[src/shared/psc_pkg.sv]
// Purpose: shared constants and types of the phase shifter control logic
// Assumes: system clock of 250 MHz, byte addressed register port
// Notes: timing counts are the host minimum times in ns over the clock period

package psc_pkg;

    // ------------------------------------------------------------
    // word and pin layout
    // ------------------------------------------------------------
    localparam int unsigned PHASE_W = 6;
    localparam int unsigned SR_LEN = 6;
    localparam int unsigned PIN_W = 7;
    localparam int unsigned PIN_MODE = 0;
    localparam int unsigned PIN_B1_SDI = 1;
    localparam int unsigned PIN_B2_SCLK = 2;
    localparam int unsigned PIN_B3_LATCH = 3;
    localparam int unsigned PIN_B4 = 4;
    localparam int unsigned PIN_B6 = 6;

    typedef enum logic {
        MODE_PARALLEL = 1'b0,
        MODE_SERIAL = 1'b1
    } psc_mode_e;

    // ------------------------------------------------------------
    // timing
    // ------------------------------------------------------------
    localparam int unsigned CLK_PERIOD_NS = 4;
    localparam int unsigned T_SCK_MIN_NS = 100;
    localparam int unsigned T_LES_MIN_NS = 630;
    localparam int unsigned SCK_MIN_CYC = (T_SCK_MIN_NS + CLK_PERIOD_NS - 1) / CLK_PERIOD_NS;
    localparam int unsigned LES_MIN_CYC = (T_LES_MIN_NS + CLK_PERIOD_NS - 1) / CLK_PERIOD_NS;
    localparam int unsigned SAMPLE_TOL_CYC = 1;
    localparam int unsigned GAP_W = 8;
    localparam logic [GAP_W-1:0] GAP_RESET = 8'hFF;
    localparam logic [GAP_W-1:0] SCK_GAP_LIM = GAP_W'(SCK_MIN_CYC - 1 - SAMPLE_TOL_CYC);
    localparam logic [GAP_W-1:0] LES_GAP_LIM = GAP_W'(LES_MIN_CYC - 1 - SAMPLE_TOL_CYC);

    // ------------------------------------------------------------
    // register port
    // ------------------------------------------------------------
    localparam int unsigned ADDR_W = 4;
    localparam int unsigned DATA_W = 32;
    localparam logic [ADDR_W-1:0] ADDR_CTRL = 4'h0;
    localparam logic [ADDR_W-1:0] ADDR_STATUS = 4'h4;
    localparam logic [ADDR_W-1:0] ADDR_ERR = 4'h8;
    localparam logic [ADDR_W-1:0] ADDR_LCNT = 4'hC;
    localparam int unsigned CTRL_CNT_EN_BIT = 0;
    localparam logic CTRL_CNT_EN_RESET = 1'b1;
    localparam int unsigned STATUS_PHASE_LSB = 0;
    localparam int unsigned STATUS_MODE_BIT = 8;
    localparam int unsigned STATUS_CNT_LSB = 12;
    localparam int unsigned ERR_W = 3;
    localparam int unsigned ERR_FAST_BIT = 0;
    localparam int unsigned ERR_CLOSE_BIT = 1;
    localparam int unsigned ERR_SHORT_BIT = 2;
    localparam int unsigned LCNT_W = 16;
    localparam int unsigned BITCNT_W = 3;

endpackage

[src/shared/psc_ser_if.sv]
// Purpose: carrier between the pin control and the serial shift register
// Assumes: one clock domain
// Notes: shift_en is a one-cycle pulse per accepted serial clock edge

`timescale 1ns/1ps

interface psc_ser_if #(
    parameter int unsigned W = 6
);
    logic shift_en;
    logic sdi;
    logic [W-1:0] word;
    logic sdo;

    modport ctl (output shift_en, output sdi, input word, input sdo);
    modport shr (input shift_en, input sdi, output word, output sdo);
endinterface

[src/logic/psc_pin_sync.sv]
// Purpose: two-flop synchroniser for the asynchronous control pins
// Assumes: every bit is an independent level
// Notes: first stage feeds only the second stage

`timescale 1ns/1ps

module psc_pin_sync #(
    parameter int unsigned W = 7
) (
    input wire logic clk_i,
    input wire logic nrst_i,
    input wire logic [W-1:0] d_i,
    output logic [W-1:0] q_o
);
    logic [W-1:0] meta_q;
    logic [W-1:0] sync_q;

    always_ff @(posedge clk_i or negedge nrst_i) begin
        if (!nrst_i) begin
            meta_q <= '0;
            sync_q <= '0;
        end else begin
            meta_q <= d_i;
            sync_q <= meta_q;
        end
    end

    assign q_o = sync_q;
endmodule // psc_pin_sync

[src/logic/psc_shift_reg.sv]
// Purpose: serial phase word shift register with daisy-chain output
// Assumes: shift_en already masked by mode and latch enable
// Notes: sdo carries the bit pushed out of the last stage

`timescale 1ns/1ps

module psc_shift_reg #(
    parameter int unsigned LEN = 6
) (
    input wire logic clk_i,
    input wire logic nrst_i,
    psc_ser_if.shr sif
);
    logic [LEN-1:0] sr_q;
    logic sdo_q;

    // ------------------------------------------------------------
    // shift, msb first
    // ------------------------------------------------------------
    always_ff @(posedge clk_i or negedge nrst_i) begin
        if (!nrst_i) begin
            sr_q <= '0;
            sdo_q <= 1'b0;
        end else if (sif.shift_en) begin
            sr_q <= {sr_q[LEN-2:0], sif.sdi};
            sdo_q <= sr_q[LEN-1];
        end
    end

    assign sif.word = sr_q;
    assign sif.sdo = sdo_q;
endmodule // psc_shift_reg

[src/logic/psc_ctrl_top.sv]
// Purpose: control logic of a 6-bit phase shifter, serial or parallel
// Assumes: pins are asynchronous to clk_i and are synchronised here
// Notes: serial clock edges are found by sampling at 250 MHz
//
// The implementer's own choices: the register offsets and the strobed register port.

`timescale 1ns/1ps

module psc_ctrl_top (
    input wire logic clk_i,
    input wire logic nrst_i,
    input wire logic mode_serial_i,
    input wire logic latch_enable_phase_bit_3_i,
    input wire logic serial_clock_phase_bit_2_i,
    input wire logic serial_data_in_phase_bit_1_i,
    input wire logic phase_bit_4_i,
    input wire logic phase_bit_5_i,
    input wire logic phase_bit_6_i,
    output logic [psc_pkg::PHASE_W-1:0] phase_o,
    output logic serial_data_out_o,
    input wire logic [psc_pkg::ADDR_W-1:0] reg_addr_i,
    input wire logic [psc_pkg::DATA_W-1:0] reg_wdata_i,
    input wire logic reg_wr_i,
    input wire logic reg_rd_i,
    output logic [psc_pkg::DATA_W-1:0] reg_rdata_o
);
    import psc_pkg::*;

    // ------------------------------------------------------------
    // helpers
    // ------------------------------------------------------------
    function automatic logic [GAP_W-1:0] sat_inc(input logic [GAP_W-1:0] v);
        sat_inc = (v == GAP_RESET) ? v : v + 8'h01;
    endfunction

    // ------------------------------------------------------------
    // pin synchronisation
    // ------------------------------------------------------------
    logic [PIN_W-1:0] pin_raw;
    logic [PIN_W-1:0] pin_s;

    assign pin_raw = {phase_bit_6_i,
                      phase_bit_5_i,
                      phase_bit_4_i,
                      latch_enable_phase_bit_3_i,
                      serial_clock_phase_bit_2_i,
                      serial_data_in_phase_bit_1_i,
                      mode_serial_i};

    psc_pin_sync #(
        .W(PIN_W)
    ) u_sync (
        .clk_i(clk_i),
        .nrst_i(nrst_i),
        .d_i(pin_raw),
        .q_o(pin_s)
    );

    // ------------------------------------------------------------
    // shared pin decode
    // ------------------------------------------------------------
    psc_mode_e mode;
    logic serial;
    logic latch_s;
    logic sclk_s;
    logic sdi_s;
    logic [PHASE_W-1:0] par_word;

    assign mode = psc_mode_e'(pin_s[PIN_MODE]);
    assign serial = (mode == MODE_SERIAL);
    assign latch_s = pin_s[PIN_B3_LATCH];
    assign sclk_s = pin_s[PIN_B2_SCLK];
    assign sdi_s = pin_s[PIN_B1_SDI];
    assign par_word = {pin_s[PIN_B6:PIN_B4], pin_s[PIN_B3_LATCH:PIN_B1_SDI]};

    // ------------------------------------------------------------
    // edge detection
    // ------------------------------------------------------------
    logic sclk_prev_q;
    logic latch_prev_q;
    logic sclk_rise;
    logic latch_rise;
    logic shift_en;

    always_ff @(posedge clk_i or negedge nrst_i) begin
        if (!nrst_i) begin
            sclk_prev_q <= 1'b0;
            latch_prev_q <= 1'b0;
        end else begin
            sclk_prev_q <= sclk_s;
            latch_prev_q <= latch_s;
        end
    end

    assign sclk_rise = serial & sclk_s & ~sclk_prev_q;
    assign latch_rise = serial & latch_s & ~latch_prev_q;
    assign shift_en = sclk_rise & ~latch_s;

    // ------------------------------------------------------------
    // shift register
    // ------------------------------------------------------------
    psc_ser_if #(.W(PHASE_W)) sif ();

    assign sif.shift_en = shift_en;
    assign sif.sdi = sdi_s;

    psc_shift_reg #(
        .LEN(SR_LEN)
    ) u_shreg (
        .clk_i(clk_i),
        .nrst_i(nrst_i),
        .sif(sif)
    );

    // ------------------------------------------------------------
    // bit count since last latch
    // ------------------------------------------------------------
    logic [BITCNT_W-1:0] bitcnt_q;
    logic [BITCNT_W-1:0] bitcnt_d;
    logic word_full;

    assign word_full = (bitcnt_q == BITCNT_W'(SR_LEN));
    assign bitcnt_d = latch_rise ? '0 :
                      (shift_en && !word_full) ? bitcnt_q + 3'h1 : bitcnt_q;

    always_ff @(posedge clk_i or negedge nrst_i) begin
        if (!nrst_i) begin
            bitcnt_q <= '0;
        end else begin
            bitcnt_q <= bitcnt_d;
        end
    end

    // ------------------------------------------------------------
    // active phase state
    // ------------------------------------------------------------
    logic [PHASE_W-1:0] phase_q;
    logic [PHASE_W-1:0] phase_d;
    logic sdo_q;

    assign phase_d = !serial ? par_word :
                     latch_rise ? sif.word :
                     phase_q;

    always_ff @(posedge clk_i or negedge nrst_i) begin
        if (!nrst_i) begin
            phase_q <= '0;
            sdo_q <= 1'b0;
        end else begin
            phase_q <= phase_d;
            sdo_q <= serial & sif.sdo;
        end
    end

    assign phase_o = phase_q;
    assign serial_data_out_o = sdo_q;

    // ------------------------------------------------------------
    // host timing watch
    // ------------------------------------------------------------
    logic [GAP_W-1:0] sck_gap_q;
    logic [GAP_W-1:0] les_gap_q;
    logic fast_ev;
    logic close_ev;
    logic short_ev;

    always_ff @(posedge clk_i or negedge nrst_i) begin
        if (!nrst_i) begin
            sck_gap_q <= GAP_RESET;
            les_gap_q <= GAP_RESET;
        end else begin
            sck_gap_q <= sclk_rise ? '0 : sat_inc(sck_gap_q);
            les_gap_q <= latch_rise ? '0 : sat_inc(les_gap_q);
        end
    end

    assign fast_ev = sclk_rise & (sck_gap_q < SCK_GAP_LIM);
    assign close_ev = latch_rise & (les_gap_q < LES_GAP_LIM);
    assign short_ev = latch_rise & ~word_full;

    // ------------------------------------------------------------
    // register port
    // ------------------------------------------------------------
    logic wr_ctrl;
    logic wr_err;
    logic cnt_en_q;
    logic [ERR_W-1:0] err_q;
    logic [ERR_W-1:0] err_set;
    logic [ERR_W-1:0] err_clr;
    logic [LCNT_W-1:0] lcnt_q;
    logic [DATA_W-1:0] status_word;
    logic [DATA_W-1:0] rd_mux;
    logic [DATA_W-1:0] rdata_q;

    assign wr_ctrl = reg_wr_i && (reg_addr_i == ADDR_CTRL);
    assign wr_err = reg_wr_i && (reg_addr_i == ADDR_ERR);
    assign err_set = {short_ev, close_ev, fast_ev};
    assign err_clr = wr_err ? reg_wdata_i[ERR_W-1:0] : '0;

    always_ff @(posedge clk_i or negedge nrst_i) begin
        if (!nrst_i) begin
            cnt_en_q <= CTRL_CNT_EN_RESET;
            err_q <= '0;
            lcnt_q <= '0;
        end else begin
            if (wr_ctrl) begin
                cnt_en_q <= reg_wdata_i[CTRL_CNT_EN_BIT];
            end
            err_q <= (err_q & ~err_clr) | err_set;
            if (latch_rise && cnt_en_q) begin
                lcnt_q <= lcnt_q + 16'h0001;
            end
        end
    end

    assign status_word = DATA_W'({bitcnt_q, 3'h0, serial, 2'h0, phase_q});

    assign rd_mux = (reg_addr_i == ADDR_CTRL) ? DATA_W'(cnt_en_q) :
                    (reg_addr_i == ADDR_STATUS) ? status_word :
                    (reg_addr_i == ADDR_ERR) ? DATA_W'(err_q) :
                    (reg_addr_i == ADDR_LCNT) ? DATA_W'(lcnt_q) :
                    '0;

    always_ff @(posedge clk_i or negedge nrst_i) begin
        if (!nrst_i) begin
            rdata_q <= '0;
        end else begin
            rdata_q <= reg_rd_i ? rd_mux : '0;
        end
    end

    assign reg_rdata_o = rdata_q;
endmodule // psc_ctrl_top

[config.mk]
export PLATFORM = sky130hd
export DESIGN_NAME = psc_ctrl_top
export DESIGN_NICKNAME = d
export VERILOG_FILES = /design/src/shared/psc_pkg.sv /design/src/shared/psc_ser_if.sv /design/src/logic/psc_pin_sync.sv /design/src/logic/psc_shift_reg.sv /design/src/logic/psc_ctrl_top.sv
export SDC_FILE = /design/constraint.sdc
export NUM_CORES = 1
export LEC_CHECK = 0
export ABC_AREA = 1
export BUFFER_PORTS_ARGS = -buffer_cell sky130_fd_sc_hd__buf_2
export CAP_MARGIN = 20
export CORE_MARGIN = 2
export CORE_UTILIZATION = 54
export DETAILED_ROUTE_END_ITERATION = 12
export PLACE_DENSITY = 0.8
export SYNTH_ARGS = -nofsm -noshare
export SYNTH_HDL_FRONTEND = slang
export SYNTH_HIERARCHICAL = 1
export SYNTH_SLANG_ARGS = --single-unit
export TNS_END_PERCENT = 30
[constraint.sdc]
create_clock -name clk_i -period 2 [get_ports clk_i]
set_input_delay 0.2 -clock clk_i [delete_from_list [all_inputs] [get_ports clk_i]]
set_output_delay 0.2 -clock clk_i [all_outputs]
set_load 0.05 [all_outputs]
==> reports/metrics.csv <==
stage,metric,value,unit
setup_path,Worst setup SP type,register,
run_status,status,completed,
grt,initial antenna violation count,0,
floorplanning,Core Area,6832,um^2
setup_path,"Largest stage delay, worst path",0.55,ns
timing,Hold WS,0.09651,ns
route,wire per inst,12.32,um
clock_tree,CTS tree,done,
placement,I/O Buffers,40,
timing,Hold Fails Final Rpt,0,
worst_hold_path,Worst Hold Class,in2reg,
floorplanning,Row Count,30,
job,Max Cap Viol,0,
layout,share of cells above drive strength 1,0.1915,
route,Iter 0 DRT Violations,196,
grt,number of global-route vias before repair,2758,
timing,final worst path period share,0.8122,
power,clock power share,0.321,
clock_tree,buffer levels on the longest clock path,2,
synthesis,"area leader, netlist",dfrtp_1,
synthesis,top-count cell post-synth,nand2_1,
grt,grt ovf,0,
power,Leak,0.002159,uW
placement,DP HPWL,5293,um
setup_path,crit-path most repeated cell,nand2_1,
clock_tree,post-CTS resize count,0,
clock_tree,clock sink count,85,
route,post-route DRC violation count,0,
placement,routability cong.,0.8607,
floorplanning,Die Wd,88.19,um
synthesis,Syn Std Cell Area,3827,um^2
timing,Clock Skews,0.01272,ns
synthesis,Area contributors post-synth,"dfrtp_1 44%, nand2_1 13%, dfstp_2 12%",
synthesis,"FFs w/ async S/R, synth",1.000,
setup_path,critical path's slowest cell,dfstp_2,
synthesis,"flops & latches, synth",85,
power,sw power,1249,uW
clock_tree,Worst-path clk slew,0.08,ns
clock_tree,clk_lat worst skew,0.36,ns
layout,Area Overhead vs Synth,15.46,%
layout,final net count,543,
layout,Filler Cells Inserted,573,
synthesis,synth cell count leaders,"132 x nand2_1, 68 x dfrtp_1, 37 x nor2_1, 36 x inv_1, 31 x nand3_1",
route,vias per cell,5.030,
setup_path,CP Max Fanout,6,
clock_tree,number of H-tree levels,3,
floorplanning,Initial Utilization,0.5603,
power,sequential power share,0.520,
timing,RSZ-0062 raised after global routing,false,
floorplanning,die height,88.19,um
setup_path,Critical Path AT,1.91,ns
timing,final setup fails,0,
timing,final setup margin,0.3756,ns
layout,Non-Filler Instances,592,
setup_path,CP cell instances,"ha_1, nand2_1, inv_1, nand2_1, nor2_1, nand3_2, a21oi_1",
route,final WL,7295,um
clock_tree,Root Driver,clkbuf_8,
layout,Diodes inserted,0,
power,Power Internal,2923,uW
timing,setup tns final,0,ns
synthesis,synth warn,6,
synthesis,Post-Syn Area per Cell,8.880,um^2
route,ANT nets after route,0,
timing,"Slew Viols, Final",0,
synthesis,Synth top area share,0.4446,
route,Pre-Repair DR Iteration Count,5,
setup_path,crit path capture type,register,
placement,Place WS,0.4089,ns
route,routed vias,2978,
grt,gr usage total,0.2041,
grt,largest net degree at the start of global routing,45,
synthesis,sequential share of the synthesized area,0.5613,
power,sw frac,0.2994,
synthesis,Post-synth top flop,dfrtp_1,
power,Comb pwr share,0.159,
timing,fin crit period,1.624,ns
setup_path,crit path kind,reg2reg,
setup_path,Worst Path Required,2.29,ns
setup_path,flop2flop setup slack,0.38,ns
synthesis,Synth Instances,431,
placement,Placed Instances,568,
power,power per cell area,944.3,nW/um^2
floorplanning,IO Count,86,
power,maximum VDD drop,0.0007240,V
grt,first-pass GRT wire length,12210,um
synthesis,post-synth cell types,31,
synthesis,"EDFF count, synth",0,
clock_tree,TritonCTS buffer count,9,
timing,fmax,615.6,MHz
floorplanning,Total Die Area,7777,um^2
[placed cells by master, fill, tap and decap left out, types with 3 or more instances in the layout]
cell type / n
o21ai_0: 15
nand2_1: 132
inv_1: 36
buf_4: 6
dfrtp_1: 68
xnor2_1: 3
ha_1: 5
clkbuf_8: 9
dlygate4sd3_1: 8
nor2_1: 37
nor3_1: 8
nor2_4: 4
a31oi_1: 9
dfstp_2: 17
buf_2: 39
nand4_1: 8
conb_1: 16
nand3_1: 31
nor2_2: 4
a21oi_1: 13
xor2_1: 8
[through the flow]
step                  util  area [um^2]  total power [uW]
global placement    0.6029         4119              2812
floorplan                -         3884              2677
finish              0.6469         4419              4173
global route        0.6469         4419              4390
CTS                 0.6469         4419              4187
detailed placement  0.6029         4119              2854
[sequential cells by signal (all words and copies together) (netlist names)]
signal and flops:
u_sync/q_o 7, phase_o 6, cnt_en_q 1, bitcnt_q 3
lcnt_q 16, u_shreg/sif.word 6, u_sync/meta_q 7, serial_data_out_o 1
u_shreg/sif.sdo 1, latch_prev_q 1, sclk_prev_q 1, les_gap_q 8
err_q 3, reg_rdata_o 16, sck_gap_q 8
[kinds of logic (layout without fill, tap and decap cells)]
family | Yosys count | in the layout | share of synthesized area
AND/OR/NAND/NOR | 230 | 230 | 0.2641
flip-flops | 85 | 85 | 0.5613
buffers and inverters | 59 | 109 | 0.07617
AO/OA/AOI/OAI | 40 | 40 | 0.05590
XOR/XNOR | 11 | 11 | 0.02517
adder cells (fa/ha/maj) | 5 | 5 | 0.01635
other | 1 | 16 | 0.0009798
[critical path: cells and delay by family (launching register included)]
family,cells,cell delay [ns]
AND/OR/NAND/NOR,4,0.56
flip-flops,1,0.55
buffers and inverters,1,0.10
AO/OA/AOI/OAI,1,0.18
adder cells (fa/ha/maj),1,0.16
[path summary, 6_finish.rpt]
kind	start	cells after the start	end
min in group asynchronous	nrst_i	2	reg_rdata_o[11]$_DFF_PN0_
min	reg_wdata_i[0]	3	cnt_en_q$_DFFE_PN1P_
max in group asynchronous	nrst_i	3	sck_gap_q[2]$_DFFE_PN1P_
max reg2reg	sck_gap_q[0]$_DFFE_PN1P_	7	sck_gap_q[2]$_DFFE_PN1P_
max	sck_gap_q[0]$_DFFE_PN1P_	7	sck_gap_q[2]$_DFFE_PN1P_
min reg2reg	u_sync/meta_q[4]$_DFF_PN0_	0	u_sync/q_o[4]$_DFF_PN0_
[layout make-up]
class,instances,area (um^2),share of cell area
Sequential cell,85,2148,0.4861
Multi-Input combinational cell,302,1444,0.3267
Timing Repair Buffer,54,340.3,0.07701
Inverter,39,146.4,0.03313
Clock buffer,9,123.9,0.02803
Tap cell,96,120.1,0.02718
Clock inverter,7,96.34,0.02180
[power by group through the flow]
stage          Combinational [uW]  Sequential (uW)  Clock (uW)
6_report                      663             2170        1340
5_1_grt                       759             2200        1430
4_1_cts                       670             2170        1350
3_5_place_dp                  658             2200           0
3_3_place_gp                  626             2190           0
2_1_floorplan                 459             2220           0
[per-layer routing]
layer | wire [um] | vias up | global-route usage
met3 | 362 | 19 | 0.04524
li1 | - | 1467 | -
met5 | 0 | - | 0
met1 | 3185 | 1406 | 0.2640
met4 | 149 | 0 | 0.07851
met2 | 3597 | 86 | 0.3363
[timing repair]
action,in CTS,in global routing
hold buffers,8,0
buffers inserted,0,0
endpoints found under the hold margin,29,0
No activity file was read; power rests on OpenSTA's default activity.
